<file path="src/shared/dtc_pkg.sv">
// Constants for the dual timer/counter: register indices, bit positions,
// reset values and the machine-cycle divider.
// Assumes a single 100 MHz core clock and a 32-bit classic Wishbone slave port.
package dtc_pkg;

  // ---------------------------------------------------------------------------
  // Register indices (byte address is four times the index)
  // ---------------------------------------------------------------------------
  localparam logic [9:0] IDX_CTRL   = 10'h088;
  localparam logic [9:0] IDX_MODE   = 10'h089;
  localparam logic [9:0] IDX_LOW_A  = 10'h08A;
  localparam logic [9:0] IDX_HIGH_A = 10'h08B;
  localparam logic [9:0] IDX_LOW_B  = 10'h08C;
  localparam logic [9:0] IDX_HIGH_B = 10'h08D;

  // ---------------------------------------------------------------------------
  // Timer control register fields
  // ---------------------------------------------------------------------------
  localparam int CTRL_OVF_B = 7;
  localparam int CTRL_RUN_B = 6;
  localparam int CTRL_OVF_A = 5;
  localparam int CTRL_RUN_A = 4;
  localparam int CTRL_EIF_B = 3;
  localparam int CTRL_EIT_B = 2;
  localparam int CTRL_EIF_A = 1;
  localparam int CTRL_EIT_A = 0;

  // ---------------------------------------------------------------------------
  // Timer mode register fields
  // ---------------------------------------------------------------------------
  localparam int MODE_GATE_B = 7;
  localparam int MODE_CNT_B  = 6;
  localparam int MODE_SEL_B  = 4;
  localparam int MODE_GATE_A = 3;
  localparam int MODE_CNT_A  = 2;
  localparam int MODE_SEL_A  = 0;

  // ---------------------------------------------------------------------------
  // Reset values and timing
  // ---------------------------------------------------------------------------
  localparam logic [7:0] CTRL_RST  = 8'h00;
  localparam logic [7:0] MODE_RST  = 8'h00;
  localparam logic [7:0] COUNT_RST = 8'h00;
  // Core clocks per machine cycle.
  localparam logic [3:0] MC_DIV    = 4'hC;

  typedef enum logic [1:0] {
    DTC_MODE_13    = 2'b00,
    DTC_MODE_16    = 2'b01,
    DTC_MODE_RELD  = 2'b10,
    DTC_MODE_SPLIT = 2'b11
  } dtc_mode_t;

endpackage

</file>
<file path="src/rtl/dtc_edge_sampler.sv">
// Samples one input once per machine cycle and flags a 1-to-0 change
// between two successive samples.
// Assumes the input is synchronous to the core clock.
`timescale 1ns/100ps
`default_nettype none
module dtc_edge_sampler
  import dtc_pkg::*;
(
  input  wire logic clk_i,
  input  wire logic rst_i,
  input  wire logic tick_i,
  input  wire logic sig_i,
  output var  logic level_o,
  output var  logic fall_o
);

  logic smp_ff;
  logic fall_ff;

  // ---------------------------------------------------------------------------
  // Sampling
  // ---------------------------------------------------------------------------
  always_ff @(posedge clk_i or posedge rst_i) begin
    if (rst_i) begin
      smp_ff <= 1'b1;
    end else if (tick_i) begin
      smp_ff <= sig_i;
    end
  end

  // A fall needs a high sample and then a low one, so two machine cycles.
  always_ff @(posedge clk_i or posedge rst_i) begin
    if (rst_i) begin
      fall_ff <= 1'b0;
    end else begin
      fall_ff <= tick_i && smp_ff && !sig_i;
    end
  end

  assign level_o = smp_ff;
  assign fall_o  = fall_ff;

  property p_fall_two_samples;
    @(posedge clk_i) disable iff (rst_i)
      fall_o |-> $past(tick_i) && !$past(sig_i) && !level_o;
  endproperty
  a_fall_two_samples: assert property (p_fall_two_samples)
    else $error("Fall flagged without a high then low sample.");

endmodule
`default_nettype wire

</file>
<file path="src/rtl/dtc_top.sv">
// Dual 16-bit timer/counter with external interrupt flags, as a classic
// Wishbone slave with 32-bit data.
// Assumes count and interrupt pins are synchronous to MCLK_I and that the
// interrupt controller pulses the service inputs when it vectors.
//
// The Wishbone slave port was chosen for this implementation.
`timescale 1ns/100ps
`default_nettype none
module dtc_top
  import dtc_pkg::*;
(
  input  wire logic        MCLK_I,
  input  wire logic        SYS_RST_I,
  input  wire logic        WB_CYC_I,
  input  wire logic        WB_STB_I,
  input  wire logic        WB_WE_I,
  input  wire logic [11:0] WB_ADR_I,
  input  wire logic [3:0]  WB_SEL_I,
  input  wire logic [31:0] WB_DAT_I,
  output var  logic [31:0] WB_DAT_O,
  output var  logic        WB_ACK_O,
  input  wire logic        COUNT_INPUT_A_I,
  input  wire logic        COUNT_INPUT_B_I,
  input  wire logic        EXT_IRQ_PIN_A_I,
  input  wire logic        EXT_IRQ_PIN_B_I,
  input  wire logic        SVC_OVF_A_I,
  input  wire logic        SVC_OVF_B_I,
  input  wire logic        SVC_EXT_A_I,
  input  wire logic        SVC_EXT_B_I,
  output var  logic        OVF_FLAG_A_O,
  output var  logic        OVF_FLAG_B_O,
  output var  logic        EXT_IRQ_FLAG_A_O,
  output var  logic        EXT_IRQ_FLAG_B_O
);

  // ---------------------------------------------------------------------------
  // Declarations
  // ---------------------------------------------------------------------------
  logic [3:0]  presc_ff;
  logic        tick_ff;
  logic [7:0]  mode_ff;
  logic        run_a_ff, run_b_ff, type_a_ff, type_b_ff;
  logic        ovf_a_ff, ovf_b_ff, eif_a_ff, eif_b_ff;
  logic [7:0]  low_a_ff, high_a_ff, low_b_ff, high_b_ff;
  logic [7:0]  nxt_low_a, nxt_high_a, nxt_low_b, nxt_high_b;
  logic        ack_ff;
  logic [31:0] dat_ff;
  logic [31:0] rd_data;
  logic [3:0]  pin_level;
  logic [3:0]  pin_fall;
  logic [16:0] step_a, step_b;
  logic        evt_ovf_a, evt_ovf_b, evt_ovf_ha;
  logic        inc_a, inc_b, inc_ha;
  logic        wr_hit;
  logic        wr_ctrl, wr_mode, wr_low_a, wr_high_a, wr_low_b, wr_high_b;
  logic        set_ovf_a, set_ovf_b, set_eif_a, set_eif_b;
  dtc_mode_t   mode_a, mode_b;
  logic [9:0]  idx;

  assign idx    = WB_ADR_I[11:2];
  assign mode_a = dtc_mode_t'(mode_ff[MODE_SEL_A +: 2]);
  assign mode_b = dtc_mode_t'(mode_ff[MODE_SEL_B +: 2]);

  // ---------------------------------------------------------------------------
  // Functions
  // ---------------------------------------------------------------------------
  function automatic logic hit(input logic [9:0] a, input logic [9:0] which);
    return a == which;
  endfunction

  // Returns {overflow, high, low} after one count step in the given mode.
  function automatic logic [16:0] cnt_step(input dtc_mode_t m,
                                           input logic [7:0] lo,
                                           input logic [7:0] hi);
    logic [13:0] v13;
    logic [8:0]  v8;
    logic [16:0] r;
    v13 = {1'b0, hi, lo[4:0]} + 14'h0001;
    v8  = {1'b0, lo} + 9'h001;
    r   = {1'b0, hi, lo};
    unique case (m)
      DTC_MODE_13: begin
        r = {v13[13], v13[12:5], 3'b000, v13[4:0]};
      end
      DTC_MODE_16: begin
        r = {1'b0, hi, lo} + 17'h00001;
      end
      DTC_MODE_RELD: begin
        r = v8[8] ? {1'b1, hi, hi} : {1'b0, hi, v8[7:0]};
      end
      DTC_MODE_SPLIT: begin
        r = {v8[8], hi, v8[7:0]};
      end
    endcase
    return r;
  endfunction

  // ---------------------------------------------------------------------------
  // Machine cycle prescaler
  // ---------------------------------------------------------------------------
  always_ff @(posedge MCLK_I or posedge SYS_RST_I) begin
    if (SYS_RST_I) begin
      presc_ff <= 4'h0;
      tick_ff  <= 1'b0;
    end else begin
      tick_ff  <= presc_ff == (MC_DIV - 4'h1);
      presc_ff <= (presc_ff == (MC_DIV - 4'h1)) ? 4'h0 : presc_ff + 4'h1;
    end
  end

  // ---------------------------------------------------------------------------
  // Pin sampling: count inputs A, B and interrupt pins A, B
  // ---------------------------------------------------------------------------
  // Sources must hold each level a full machine cycle to be sure it is sampled.
  genvar gi;
  generate
    for (gi = 0; gi < 4; gi++) begin : g_pin
      dtc_edge_sampler u_smp (
        .clk_i   (MCLK_I),
        .rst_i   (SYS_RST_I),
        .tick_i  (tick_ff),
        .sig_i   ((gi == 0) ? COUNT_INPUT_A_I :
                  (gi == 1) ? COUNT_INPUT_B_I :
                  (gi == 2) ? EXT_IRQ_PIN_A_I : EXT_IRQ_PIN_B_I),
        .level_o (pin_level[gi]),
        .fall_o  (pin_fall[gi])
      );
    end
  endgenerate

  // ---------------------------------------------------------------------------
  // Count enables
  // ---------------------------------------------------------------------------
  // A gated unit counts input falls only while its run bit is set.
  assign inc_a  = run_a_ff && ((mode_ff[MODE_GATE_A] || mode_ff[MODE_CNT_A])
                               ? pin_fall[0] : tick_ff);
  assign inc_b  = run_b_ff && (mode_b != DTC_MODE_SPLIT)
                  && ((mode_ff[MODE_GATE_B] || mode_ff[MODE_CNT_B])
                      ? pin_fall[1] : tick_ff);
  // The split high byte borrows unit B's run bit and counts machine cycles.
  assign inc_ha = (mode_a == DTC_MODE_SPLIT) && run_b_ff && tick_ff;

  // ---------------------------------------------------------------------------
  // Bus decode
  // ---------------------------------------------------------------------------
  // Writes land on the edge that samples the acknowledge.
  assign wr_hit    = WB_CYC_I && WB_STB_I && WB_WE_I && ack_ff && WB_SEL_I[0];
  assign wr_ctrl   = wr_hit && hit(idx, IDX_CTRL);
  assign wr_mode   = wr_hit && hit(idx, IDX_MODE);
  assign wr_low_a  = wr_hit && hit(idx, IDX_LOW_A);
  assign wr_high_a = wr_hit && hit(idx, IDX_HIGH_A);
  assign wr_low_b  = wr_hit && hit(idx, IDX_LOW_B);
  assign wr_high_b = wr_hit && hit(idx, IDX_HIGH_B);

  always_comb begin
    rd_data = 32'h0000_0000;
    if (hit(idx, IDX_CTRL)) begin
      rd_data[7:0] = {ovf_b_ff, run_b_ff, ovf_a_ff, run_a_ff,
                      eif_b_ff, type_b_ff, eif_a_ff, type_a_ff};
    end else if (hit(idx, IDX_MODE)) begin
      rd_data[7:0] = mode_ff;
    end else if (hit(idx, IDX_LOW_A)) begin
      rd_data[7:0] = low_a_ff;
    end else if (hit(idx, IDX_HIGH_A)) begin
      rd_data[7:0] = high_a_ff;
    end else if (hit(idx, IDX_LOW_B)) begin
      rd_data[7:0] = low_b_ff;
    end else if (hit(idx, IDX_HIGH_B)) begin
      rd_data[7:0] = high_b_ff;
    end
  end

  // Every access, mapped or not, is acknowledged one cycle after the request.
  always_ff @(posedge MCLK_I or posedge SYS_RST_I) begin
    if (SYS_RST_I) begin
      ack_ff <= 1'b0;
      dat_ff <= 32'h0000_0000;
    end else begin
      ack_ff <= WB_CYC_I && WB_STB_I && !ack_ff;
      if (WB_CYC_I && WB_STB_I && !ack_ff) begin
        dat_ff <= rd_data;
      end
    end
  end

  // ---------------------------------------------------------------------------
  // Mode register and software control bits
  // ---------------------------------------------------------------------------
  always_ff @(posedge MCLK_I or posedge SYS_RST_I) begin
    if (SYS_RST_I) begin
      mode_ff <= MODE_RST;
    end else if (wr_mode) begin
      mode_ff <= WB_DAT_I[7:0];
    end
  end

  // Software alone starts, stops and sets the interrupt type of both units.
  always_ff @(posedge MCLK_I or posedge SYS_RST_I) begin
    if (SYS_RST_I) begin
      run_a_ff  <= CTRL_RST[CTRL_RUN_A];
      run_b_ff  <= CTRL_RST[CTRL_RUN_B];
      type_a_ff <= CTRL_RST[CTRL_EIT_A];
      type_b_ff <= CTRL_RST[CTRL_EIT_B];
    end else if (wr_ctrl) begin
      run_a_ff  <= WB_DAT_I[CTRL_RUN_A];
      run_b_ff  <= WB_DAT_I[CTRL_RUN_B];
      type_a_ff <= WB_DAT_I[CTRL_EIT_A];
      type_b_ff <= WB_DAT_I[CTRL_EIT_B];
    end
  end

  // ---------------------------------------------------------------------------
  // Count registers
  // ---------------------------------------------------------------------------
  assign step_a = cnt_step(mode_a, low_a_ff, high_a_ff);
  assign step_b = cnt_step(mode_b, low_b_ff, high_b_ff);

  always_comb begin
    nxt_low_a  = low_a_ff;
    nxt_high_a = high_a_ff;
    evt_ovf_a  = 1'b0;
    evt_ovf_ha = 1'b0;
    if (inc_a) begin
      nxt_low_a  = step_a[7:0];
      nxt_high_a = step_a[15:8];
      evt_ovf_a  = step_a[16];
    end
    if (inc_ha) begin
      {evt_ovf_ha, nxt_high_a} = {1'b0, high_a_ff} + 9'h001;
    end
    if (wr_low_a) begin
      nxt_low_a = WB_DAT_I[7:0];
    end
    if (wr_high_a) begin
      nxt_high_a = WB_DAT_I[7:0];
    end
    if (mode_a == DTC_MODE_13) begin
      nxt_low_a[7:5] = 3'b000;
    end
  end

  always_comb begin
    nxt_low_b  = low_b_ff;
    nxt_high_b = high_b_ff;
    evt_ovf_b  = 1'b0;
    if (inc_b) begin
      nxt_low_b  = step_b[7:0];
      nxt_high_b = step_b[15:8];
      evt_ovf_b  = step_b[16];
    end
    if (wr_low_b) begin
      nxt_low_b = WB_DAT_I[7:0];
    end
    if (wr_high_b) begin
      nxt_high_b = WB_DAT_I[7:0];
    end
    if (mode_b == DTC_MODE_13) begin
      nxt_low_b[7:5] = 3'b000;
    end
  end

  always_ff @(posedge MCLK_I or posedge SYS_RST_I) begin
    if (SYS_RST_I) begin
      low_a_ff  <= COUNT_RST;
      high_a_ff <= COUNT_RST;
      low_b_ff  <= COUNT_RST;
      high_b_ff <= COUNT_RST;
    end else begin
      low_a_ff  <= nxt_low_a;
      high_a_ff <= nxt_high_a;
      low_b_ff  <= nxt_low_b;
      high_b_ff <= nxt_high_b;
    end
  end

  // ---------------------------------------------------------------------------
  // Overflow and external interrupt flags
  // ---------------------------------------------------------------------------
  // In split mode unit B's flag belongs to unit A's high byte.
  assign set_ovf_a = evt_ovf_a;
  assign set_ovf_b = (mode_a == DTC_MODE_SPLIT) ? evt_ovf_ha : evt_ovf_b;
  assign set_eif_a = type_a_ff ? pin_fall[2] : !pin_level[2];
  assign set_eif_b = type_b_ff ? pin_fall[3] : !pin_level[3];

  // A set in the same cycle as a clear wins, so no overflow is lost.
  always_ff @(posedge MCLK_I or posedge SYS_RST_I) begin
    if (SYS_RST_I) begin
      ovf_a_ff <= CTRL_RST[CTRL_OVF_A];
      ovf_b_ff <= CTRL_RST[CTRL_OVF_B];
    end else begin
      if (set_ovf_a) begin
        ovf_a_ff <= 1'b1;
      end else if (SVC_OVF_A_I) begin
        ovf_a_ff <= 1'b0;
      end else if (wr_ctrl) begin
        ovf_a_ff <= WB_DAT_I[CTRL_OVF_A];
      end
      if (set_ovf_b) begin
        ovf_b_ff <= 1'b1;
      end else if (SVC_OVF_B_I) begin
        ovf_b_ff <= 1'b0;
      end else if (wr_ctrl) begin
        ovf_b_ff <= WB_DAT_I[CTRL_OVF_B];
      end
    end
  end

  // In level mode the flag tracks the sampled pin, so a service cannot hide
  // a pin that is still held low.
  always_ff @(posedge MCLK_I or posedge SYS_RST_I) begin
    if (SYS_RST_I) begin
      eif_a_ff <= CTRL_RST[CTRL_EIF_A];
      eif_b_ff <= CTRL_RST[CTRL_EIF_B];
    end else begin
      if (!type_a_ff) begin
        eif_a_ff <= set_eif_a;
      end else if (set_eif_a) begin
        eif_a_ff <= 1'b1;
      end else if (SVC_EXT_A_I) begin
        eif_a_ff <= 1'b0;
      end else if (wr_ctrl) begin
        eif_a_ff <= WB_DAT_I[CTRL_EIF_A];
      end
      if (!type_b_ff) begin
        eif_b_ff <= set_eif_b;
      end else if (set_eif_b) begin
        eif_b_ff <= 1'b1;
      end else if (SVC_EXT_B_I) begin
        eif_b_ff <= 1'b0;
      end else if (wr_ctrl) begin
        eif_b_ff <= WB_DAT_I[CTRL_EIF_B];
      end
    end
  end

  assign WB_DAT_O         = dat_ff;
  assign WB_ACK_O         = ack_ff;
  assign OVF_FLAG_A_O     = ovf_a_ff;
  assign OVF_FLAG_B_O     = ovf_b_ff;
  assign EXT_IRQ_FLAG_A_O = eif_a_ff;
  assign EXT_IRQ_FLAG_B_O = eif_b_ff;

  // ---------------------------------------------------------------------------
  // Assertions
  // ---------------------------------------------------------------------------
  property p_tick_period;
    @(posedge MCLK_I) disable iff (SYS_RST_I)
      tick_ff |=> !tick_ff [*8] ##1 !tick_ff [*3] ##1 tick_ff;
  endproperty
  a_tick_period: assert property (p_tick_period)
    else $error("Machine cycle tick is not every twelve clocks.");

  property p_count_on_fall;
    @(posedge MCLK_I) disable iff (SYS_RST_I)
      (pin_fall[0] && run_a_ff && (mode_ff[MODE_CNT_A] || mode_ff[MODE_GATE_A])
       && mode_a == DTC_MODE_16 && !wr_low_a && !wr_high_a)
      |=> low_a_ff == $past(low_a_ff) + 8'h01;
  endproperty
  a_count_on_fall: assert property (p_count_on_fall)
    else $error("Counter did not advance on an input fall.");

  property p_halt;
    @(posedge MCLK_I) disable iff (SYS_RST_I)
      (!run_a_ff && mode_a != DTC_MODE_SPLIT && !wr_low_a && !wr_high_a
       && (mode_a != DTC_MODE_13 || low_a_ff[7:5] == 3'b000))
      |=> $stable(low_a_ff) && $stable(high_a_ff);
  endproperty
  a_halt: assert property (p_halt)
    else $error("Unit A counted while its run bit was clear.");

  property p_mode13_mask;
    @(posedge MCLK_I) disable iff (SYS_RST_I)
      $past(mode_a) == DTC_MODE_13 |-> low_a_ff[7:5] == 3'b000;
  endproperty
  a_mode13_mask: assert property (p_mode13_mask)
    else $error("Upper low-byte bits not zero in 13-bit mode.");

  property p_reload;
    @(posedge MCLK_I) disable iff (SYS_RST_I)
      (inc_a && mode_a == DTC_MODE_RELD && low_a_ff == 8'hFF && !wr_low_a)
      |=> low_a_ff == $past(high_a_ff) && ovf_a_ff;
  endproperty
  a_reload: assert property (p_reload)
    else $error("Auto-reload did not copy high byte and flag overflow.");

  property p_b_stopped;
    @(posedge MCLK_I) disable iff (SYS_RST_I)
      (mode_b == DTC_MODE_SPLIT && !wr_low_b && !wr_high_b)
      |=> $stable(low_b_ff) && $stable(high_b_ff);
  endproperty
  a_b_stopped: assert property (p_b_stopped)
    else $error("Unit B counted in mode three.");

  property p_split_high_flag;
    @(posedge MCLK_I) disable iff (SYS_RST_I)
      (inc_ha && high_a_ff == 8'hFF && !wr_high_a)
      |=> ovf_b_ff && high_a_ff == 8'h00;
  endproperty
  a_split_high_flag: assert property (p_split_high_flag)
    else $error("Split high byte overflow did not set unit B flag.");

  property p_ovf_set_wins;
    @(posedge MCLK_I) disable iff (SYS_RST_I)
      set_ovf_a |=> ovf_a_ff;
  endproperty
  a_ovf_set_wins: assert property (p_ovf_set_wins)
    else $error("Overflow lost against a clear.");

  property p_level_irq;
    @(posedge MCLK_I) disable iff (SYS_RST_I)
      !type_a_ff |=> eif_a_ff == !$past(pin_level[2]);
  endproperty
  a_level_irq: assert property (p_level_irq)
    else $error("Level-mode flag does not follow the low pin.");

  property p_mode_write;
    @(posedge MCLK_I) disable iff (SYS_RST_I)
      wr_mode |=> mode_ff == $past(WB_DAT_I[7:0]);
  endproperty
  a_mode_write: assert property (p_mode_write)
    else $error("Mode register write not stored.");

endmodule
`default_nettype wire

</file>
<file path="config.mk">
export PLATFORM = sky130hd
export DESIGN_NAME = dtc_top
export DESIGN_NICKNAME = d
export VERILOG_FILES = /design/src/shared/dtc_pkg.sv /design/src/rtl/dtc_edge_sampler.sv /design/src/rtl/dtc_top.sv
export SDC_FILE = /design/constraint.sdc
export NUM_CORES = 1
export LEC_CHECK = 0
export BUFFER_PORTS_ARGS = -buffer_cell sky130_fd_sc_hd__buf_2
export CAP_MARGIN = 15
export CORE_ASPECT_RATIO = 0.75
export CORE_MARGIN = 2
export CORE_UTILIZATION = 30
export CTS_BUF_LIST = sky130_fd_sc_hd__clkbuf_8
export DETAILED_ROUTE_END_ITERATION = 12
export HOLD_SLACK_MARGIN = 0.02
export MAX_ROUTING_LAYER = met4
export SLEW_MARGIN = 30
export SYNTH_ARGS = -nofsm -noshare
export SYNTH_HDL_FRONTEND = slang
export SYNTH_SLANG_ARGS = --single-unit
</file>
<file path="constraint.sdc">
create_clock -name MCLK_I -period 3 [get_ports MCLK_I]
set_clock_uncertainty 0.2 [all_clocks]
set_input_delay 0 -clock MCLK_I [delete_from_list [all_inputs] [get_ports MCLK_I]]
set_output_delay 0 -clock MCLK_I [all_outputs]
set_load 0.005 [all_outputs]
</file>
# == After elaboration in Yosys (flattened, before gate mapping) ==
# Index checks and enable logic that the tools add are counted.
# word_totals
register_bits,70
input_bits,61
output_inout_bits,37
# op_classes
addsub,8
eq_ne,20
muxes,44
reduce_logical,45
# op_table
op,count
$pmux 17 s4,2
$mux 8,15
$eq 10x8->1 const B,6
$add 16x1->17 const B,2
$mux 17,2
$add 13x1->14 const B,2
$add 8x1->9 const B,3
$logic_and 1x1->1,24
$mux 1,22
$reduce_bool 3->1,5
$eq 2x2->1 const B,4
$ne 4x2->1 const B,2
$logic_not 1->1,7
$mux 3,2
$ne 2x2->1 const B,3
$ne 3x3->1 const B,2
$reduce_and 3->1,2
$reduce_bool 2->1,3
$add 4x1->4 const B,1
$eq 2x1->1 const B,2
$eq 4x4->1 const B,1
$logic_not 2->1,2
$mux 4,1
$logic_or 1x1->1,2

# == Depth between registers and ports, before layout ==
# depth
depth_word,9
mapped_depth,7
mapped_depth_nobuf,6

# == By module ==
# From an unflattened synthesis, not the netlist that was laid out.
# hier_totals
cells_unflattened,572
hier_area_um2,4992.3
# by_module_without_submodules
module,instances,cells_per_inst,area_per_inst_um2,seq_area_each_um2
dtc_top,1,552,4672.0,1551.5
dtc_edge_sampler,4,5,80.1,51.3

# == Worst setup path before layout ==
# OpenSTA, ideal clock, no wires.
# synth_timing
path_type,reg2reg
from,register low_b_ff[0]
to,register low_b_ff[3]
arrival_ns,1.769
t_required_ns,2.675
path_slack_ns,0.907
stages_incl_launch_ff,7
synth_period_minus_slack_ns,2.093
cell_sequence,dfrtp_1 > ha_1 > nand4_2 > nor4_4 > mux2i_1 > o21ai_0 > mux2_2
# synth_via
elab_chain_cells,5
elab_cells_between_ends,7
cone_classes,add/sub: 3; mux: 4
# synth_rtl
element,line_no,source
from (decl),dtc_top.sv:44,"logic [7:0] low_a_ff, high_a_ff, low_b_ff, high_b_ff;"
from (signal assigned),dtc_top.sv:271,low_b_ff <= nxt_low_b;
$add 8x1->9,dtc_top.sv:79,"v8 = {1'b0, lo} + 9'h001;"
$mux 17,dtc_top.sv:89,"r = v8[8] ? {1'b1, hi, hi} : {1'b0, hi, v8[7:0]};"
$pmux 17 s4 *,dtc_top.sv:81,unique case (m)
$mux 8 *,dtc_top.sv:246,if (inc_b) begin
$mux 8 *,dtc_top.sv:251,if (wr_low_b) begin
# Mark *: on every way between the ends. The rest lies on a longest branch, timed or not. The select of a mux whose other input is x is not followed.
# A chain may end at the register's enable or synchronous reset.

# == Final worst setup path ==
# layout_timing
from,register low_b_ff[0]
to,register ovf_b_ff (netlist: OVF_FLAG_B_O)
# layout_via
elab_chain_cells,6
elab_cells_between_ends,9
cone_classes,add/sub: 3; mux: 5; reduce/logical: 1
# layout_rtl
element,line_no,source
$add 8x1->9,dtc_top.sv:79,
$mux 17,dtc_top.sv:89,
$pmux 17 s4 *,dtc_top.sv:81,
$mux 1 *,dtc_top.sv:246,
$mux 1 *,dtc_top.sv:281,assign set_ovf_b = (mode_a == DTC_MODE_SPLIT) ? evt_ovf_ha : evt_ovf_b;
$reduce_bool 3->1 (no source line) / $mux 1 (equally long branches),n/a,
to (signal assigned),dtc_top.sv:289,ovf_b_ff <= CTRL_RST[CTRL_OVF_B];
to (signal assigned),dtc_top.sv:303,ovf_b_ff <= WB_DAT_I[CTRL_OVF_B];
to (decl),dtc_top.sv:43,"logic ovf_a_ff, ovf_b_ff, eif_a_ff, eif_b_ff;"
# Marks and branches as above.

==> flow_metrics.tcl <==
set metrics [dict create \
    status "complete, no violations" \
    synth_most_common_cell "dfrtp_1" \
    layout_min_cycle_time_ns 2.67 \
    nFillCells 1632 \
    ff_latch_area_mm2 0.00176 \
    fin_util 0.353 \
    critPathKind "flop to flop" \
    cts-buffers-inserted 9 \
    initial_core_util 0.303 \
    antenna_found_initial 0 \
    netlist_area_mm2 0.00481 \
    crit_required_ns 3.11 \
    rows 40 \
    yosys_most_used_dff "dfrtp_1" \
    synth_edf_count 0 \
    ctsResizeCount 0 \
    root_buffer "clkbuf_8" \
    dp_hpwl_um 10700 \
    critical_path_buf_inv_count 1 \
    fp.dieW_um 150 \
    maxSlewViolCount 0 \
    synthCells 538 \
    crit_path_end_kind "flop" \
    syn_avg_cell_area_um2 8.94 \
    tns_ns 0 \
    slowest_delay_ns 0.59 \
    max_freq_mhz 375 \
    cts.reportedPaths.clkPinSlew_ns 0.09 \
    finalSetupViolCount 0 \
    drt-initial-drc-count 542 \
    io_pins 98 \
    post_cts.repair.setup_buffers 0 \
    crit_path_start_kind "flop" \
    grt_pass1_wl_um 23000 \
    slew_headroom 0.546 \
    drive_gt1_frac 0.190 \
    antenna_left 0 \
    crit_fanout 8 \
    synth_cell_types 64 \
    via_per_inst 5.56 \
    globalplace.congestion 0.965 \
    synthArstFlopShare 1.00 \
    hold_viol_final 0 \
    multiInputGateArea_mm2 0.00279 \
    synth.area.top_cells "dfrtp_1 34%, mux2_2 6.1%, nor2_1 4.3%" \
    cpMaxStageDelayCell "dlygate4sd3_1" \
    portBuffers 44 \
    crit_family "compound AO/OA/AOI/OAI gates" \
    seq_area_frac_synth 0.365 \
    num_vias 4496 \
    path_cells "ha_1 -> nand4_2 -> nor2_1 -> o21ai_0 -> a221o_1 -> o221ai_1 -> dlygate4sd3_1" \
    syn2layout_area_growth_pct 16.3 \
    grt_pass1_vias 4003 \
    yosys_warnings 0 \
    detail_route.wl_per_cell_um 18.1 \
    drtPass1Iterations 5 \
    holdBufCountCts 25 \
    tightestPinTransition_ns 0.682 \
    grt_usage 0.180 \
    cts_tree "yes" \
    die_area_mm2 0.0171 \
    diodes 0 \
    max_cap_violations 0 \
    critical_path_arrival_ns 2.77 \
    ir_drop_mv 0.204 \
    p_per_area_mw_per_mm2 354 \
    clock-sinks 70 \
    fin_crit_sh 0.889 \
    worstHoldPathType "primary input to async pin" \
    finalWirelength_um 14600 \
    grt_max_degree 71 \
    clockBufferDepth 2 \
    yosys-top-cells-count "66 x dfrtp_1, 55 x nor2_1, 42 x nand2_1" \
    htree_levels 3 \
    worstSkewPairLatency_ns 0.37 \
    synth_largest_area_cell "dfrtp_1" \
    fin_nets 659 \
    p_leak_nw 2.30 \
    die_h_um 114 \
    drcViolationCount 0 \
    grt-ovfl-total 0 \
    rsz0062_at_grt "false" \
    synth-seq-cells 70 \
    synth_top_area_share 0.343 \
    core_mm2 0.0159 \
]
## area by class of cell
type	count	area share
repair buffers	76	0.0957
well taps	210	0.0470
flip-flops and latches	70	0.314
clock buffers	9	0.0221
clock inverters	7	0.0141
multi-input cells	424	0.498
inverters	13	0.00872
## tightest hold or removal path, cell delays in order
cell	delay [ns]
dlygate4sd3_1	0.52
buf_2	0.12
inv_2	0.06
buf_12	0.31
## registers in the layout, indices dropped and copies added (netlist names), 4 cells and up
name and cells:
WB_DAT_O 8, high_a_ff 8, high_b_ff 8, low_a_ff 8, low_b_ff 8, mode_ff 8
g_pin.u_smp.fall_o 4, g_pin.u_smp.level_o 4, presc_ff 4
## final timing paths
| check | startpoint | endpoint | slack, ns | depth (start not counted) |
|---|---|---|---|---|
| min in group MCLK_I | WB_ADR_I[3] | high_a_ff[3] | 0.07 | 5 |
| max | low_b_ff[0] | OVF_FLAG_B_O | 0.33 | 7 |
| min | SYS_RST_I | high_a_ff[5] | 0.04 | 4 |
| max in group asynchronous | SYS_RST_I | g_pin[1].u_smp.level_o | 2.20 | 4 |
| max reg2reg | low_b_ff[0] | OVF_FLAG_B_O | 0.33 | 7 |
| min reg2reg | presc_ff[0] | presc_ff[0] | 0.27 | 1 |
## where the power goes
part / switching, W / total, W / internal [W]
sequential: 0.0000170 / 0.000986 / 0.000969
clock: 0.000415 / 0.000810 / 0.000396
combinational: 0.000102 / 0.000183 / 0.0000809
## kinds of logic (layout without fill, tap and decap cells)
logic type / after synthesis / in the layout / share of synthesized area
flip-flops: 70 / 70 / 0.365
multiplexers: 45 / 45 / 0.100
XOR/XNOR: 18 / 18 / 0.0328
AO/OA/AOI/OAI: 130 / 130 / 0.184
AND/OR/NAND/NOR: 203 / 203 / 0.232
adder cells (fa/ha/maj): 4 / 4 / 0.0104
buffers and inverters: 67 / 105 / 0.0739
other: 1 / 24 / 0.000780
## routing by layer
layer  wire (um)  vias to the layer above  part of all wire  track usage
met5           0                        -                 0            -
met4         169                        0             0.012       0.0371
met3        1490                       11              0.10       0.0484
met2        6090                      232              0.42        0.239
met1        6900                     2184              0.47        0.272
li1            -                     2069                 -            -
## placed cells by master (no fill, tap or decap), types with 8 or more instances in the layout
| master | Yosys | routed |
|---|---|---|
| nor3_1 | 10 | 10 |
| nor2_1 | 55 | 55 |
| a31oi_1 | 14 | 14 |
| dlygate4sd3_1 | 0 | 25 |
| mux2_2 | 26 | 26 |
| buf_2 | 8 | 44 |
| nand4_1 | 11 | 11 |
| nand2_1 | 42 | 42 |
| and3_1 | 12 | 12 |
| o21ai_0 | 15 | 15 |
| o22ai_1 | 10 | 10 |
| dfrtp_1 | 66 | 66 |
| mux2i_1 | 19 | 19 |
| a21oi_1 | 32 | 32 |
| nor4_1 | 13 | 13 |
| clkbuf_8 | 0 | 9 |
| nand3_1 | 17 | 17 |
| xnor2_1 | 13 | 13 |
| conb_1 | 1 | 24 |
| inv_1 | 13 | 12 |
| a211oi_1 | 8 | 8 |
## through the flow
step / instance area [um^2] / std cells / setup WS [ns] / total power [W] / hold WS, ns
after floorplan: 4900 / 561 / 0.907 / 0.00110 / -0.134
after global routing: 5590 / 809 / 0.179 / 0.00206 / 0.0836
after detailed placement: 5140 / 768 / 0.588 / 0.00117 / -0.0857
after global placement: 5140 / 768 / 0.552 / 0.00116 / -0.0811
after CTS: 5590 / 809 / 0.414 / 0.00200 / 0.0616
final: 5590 / 809 / 0.333 / 0.00198 / 0.0443
(Power assumes the default switching activity.)
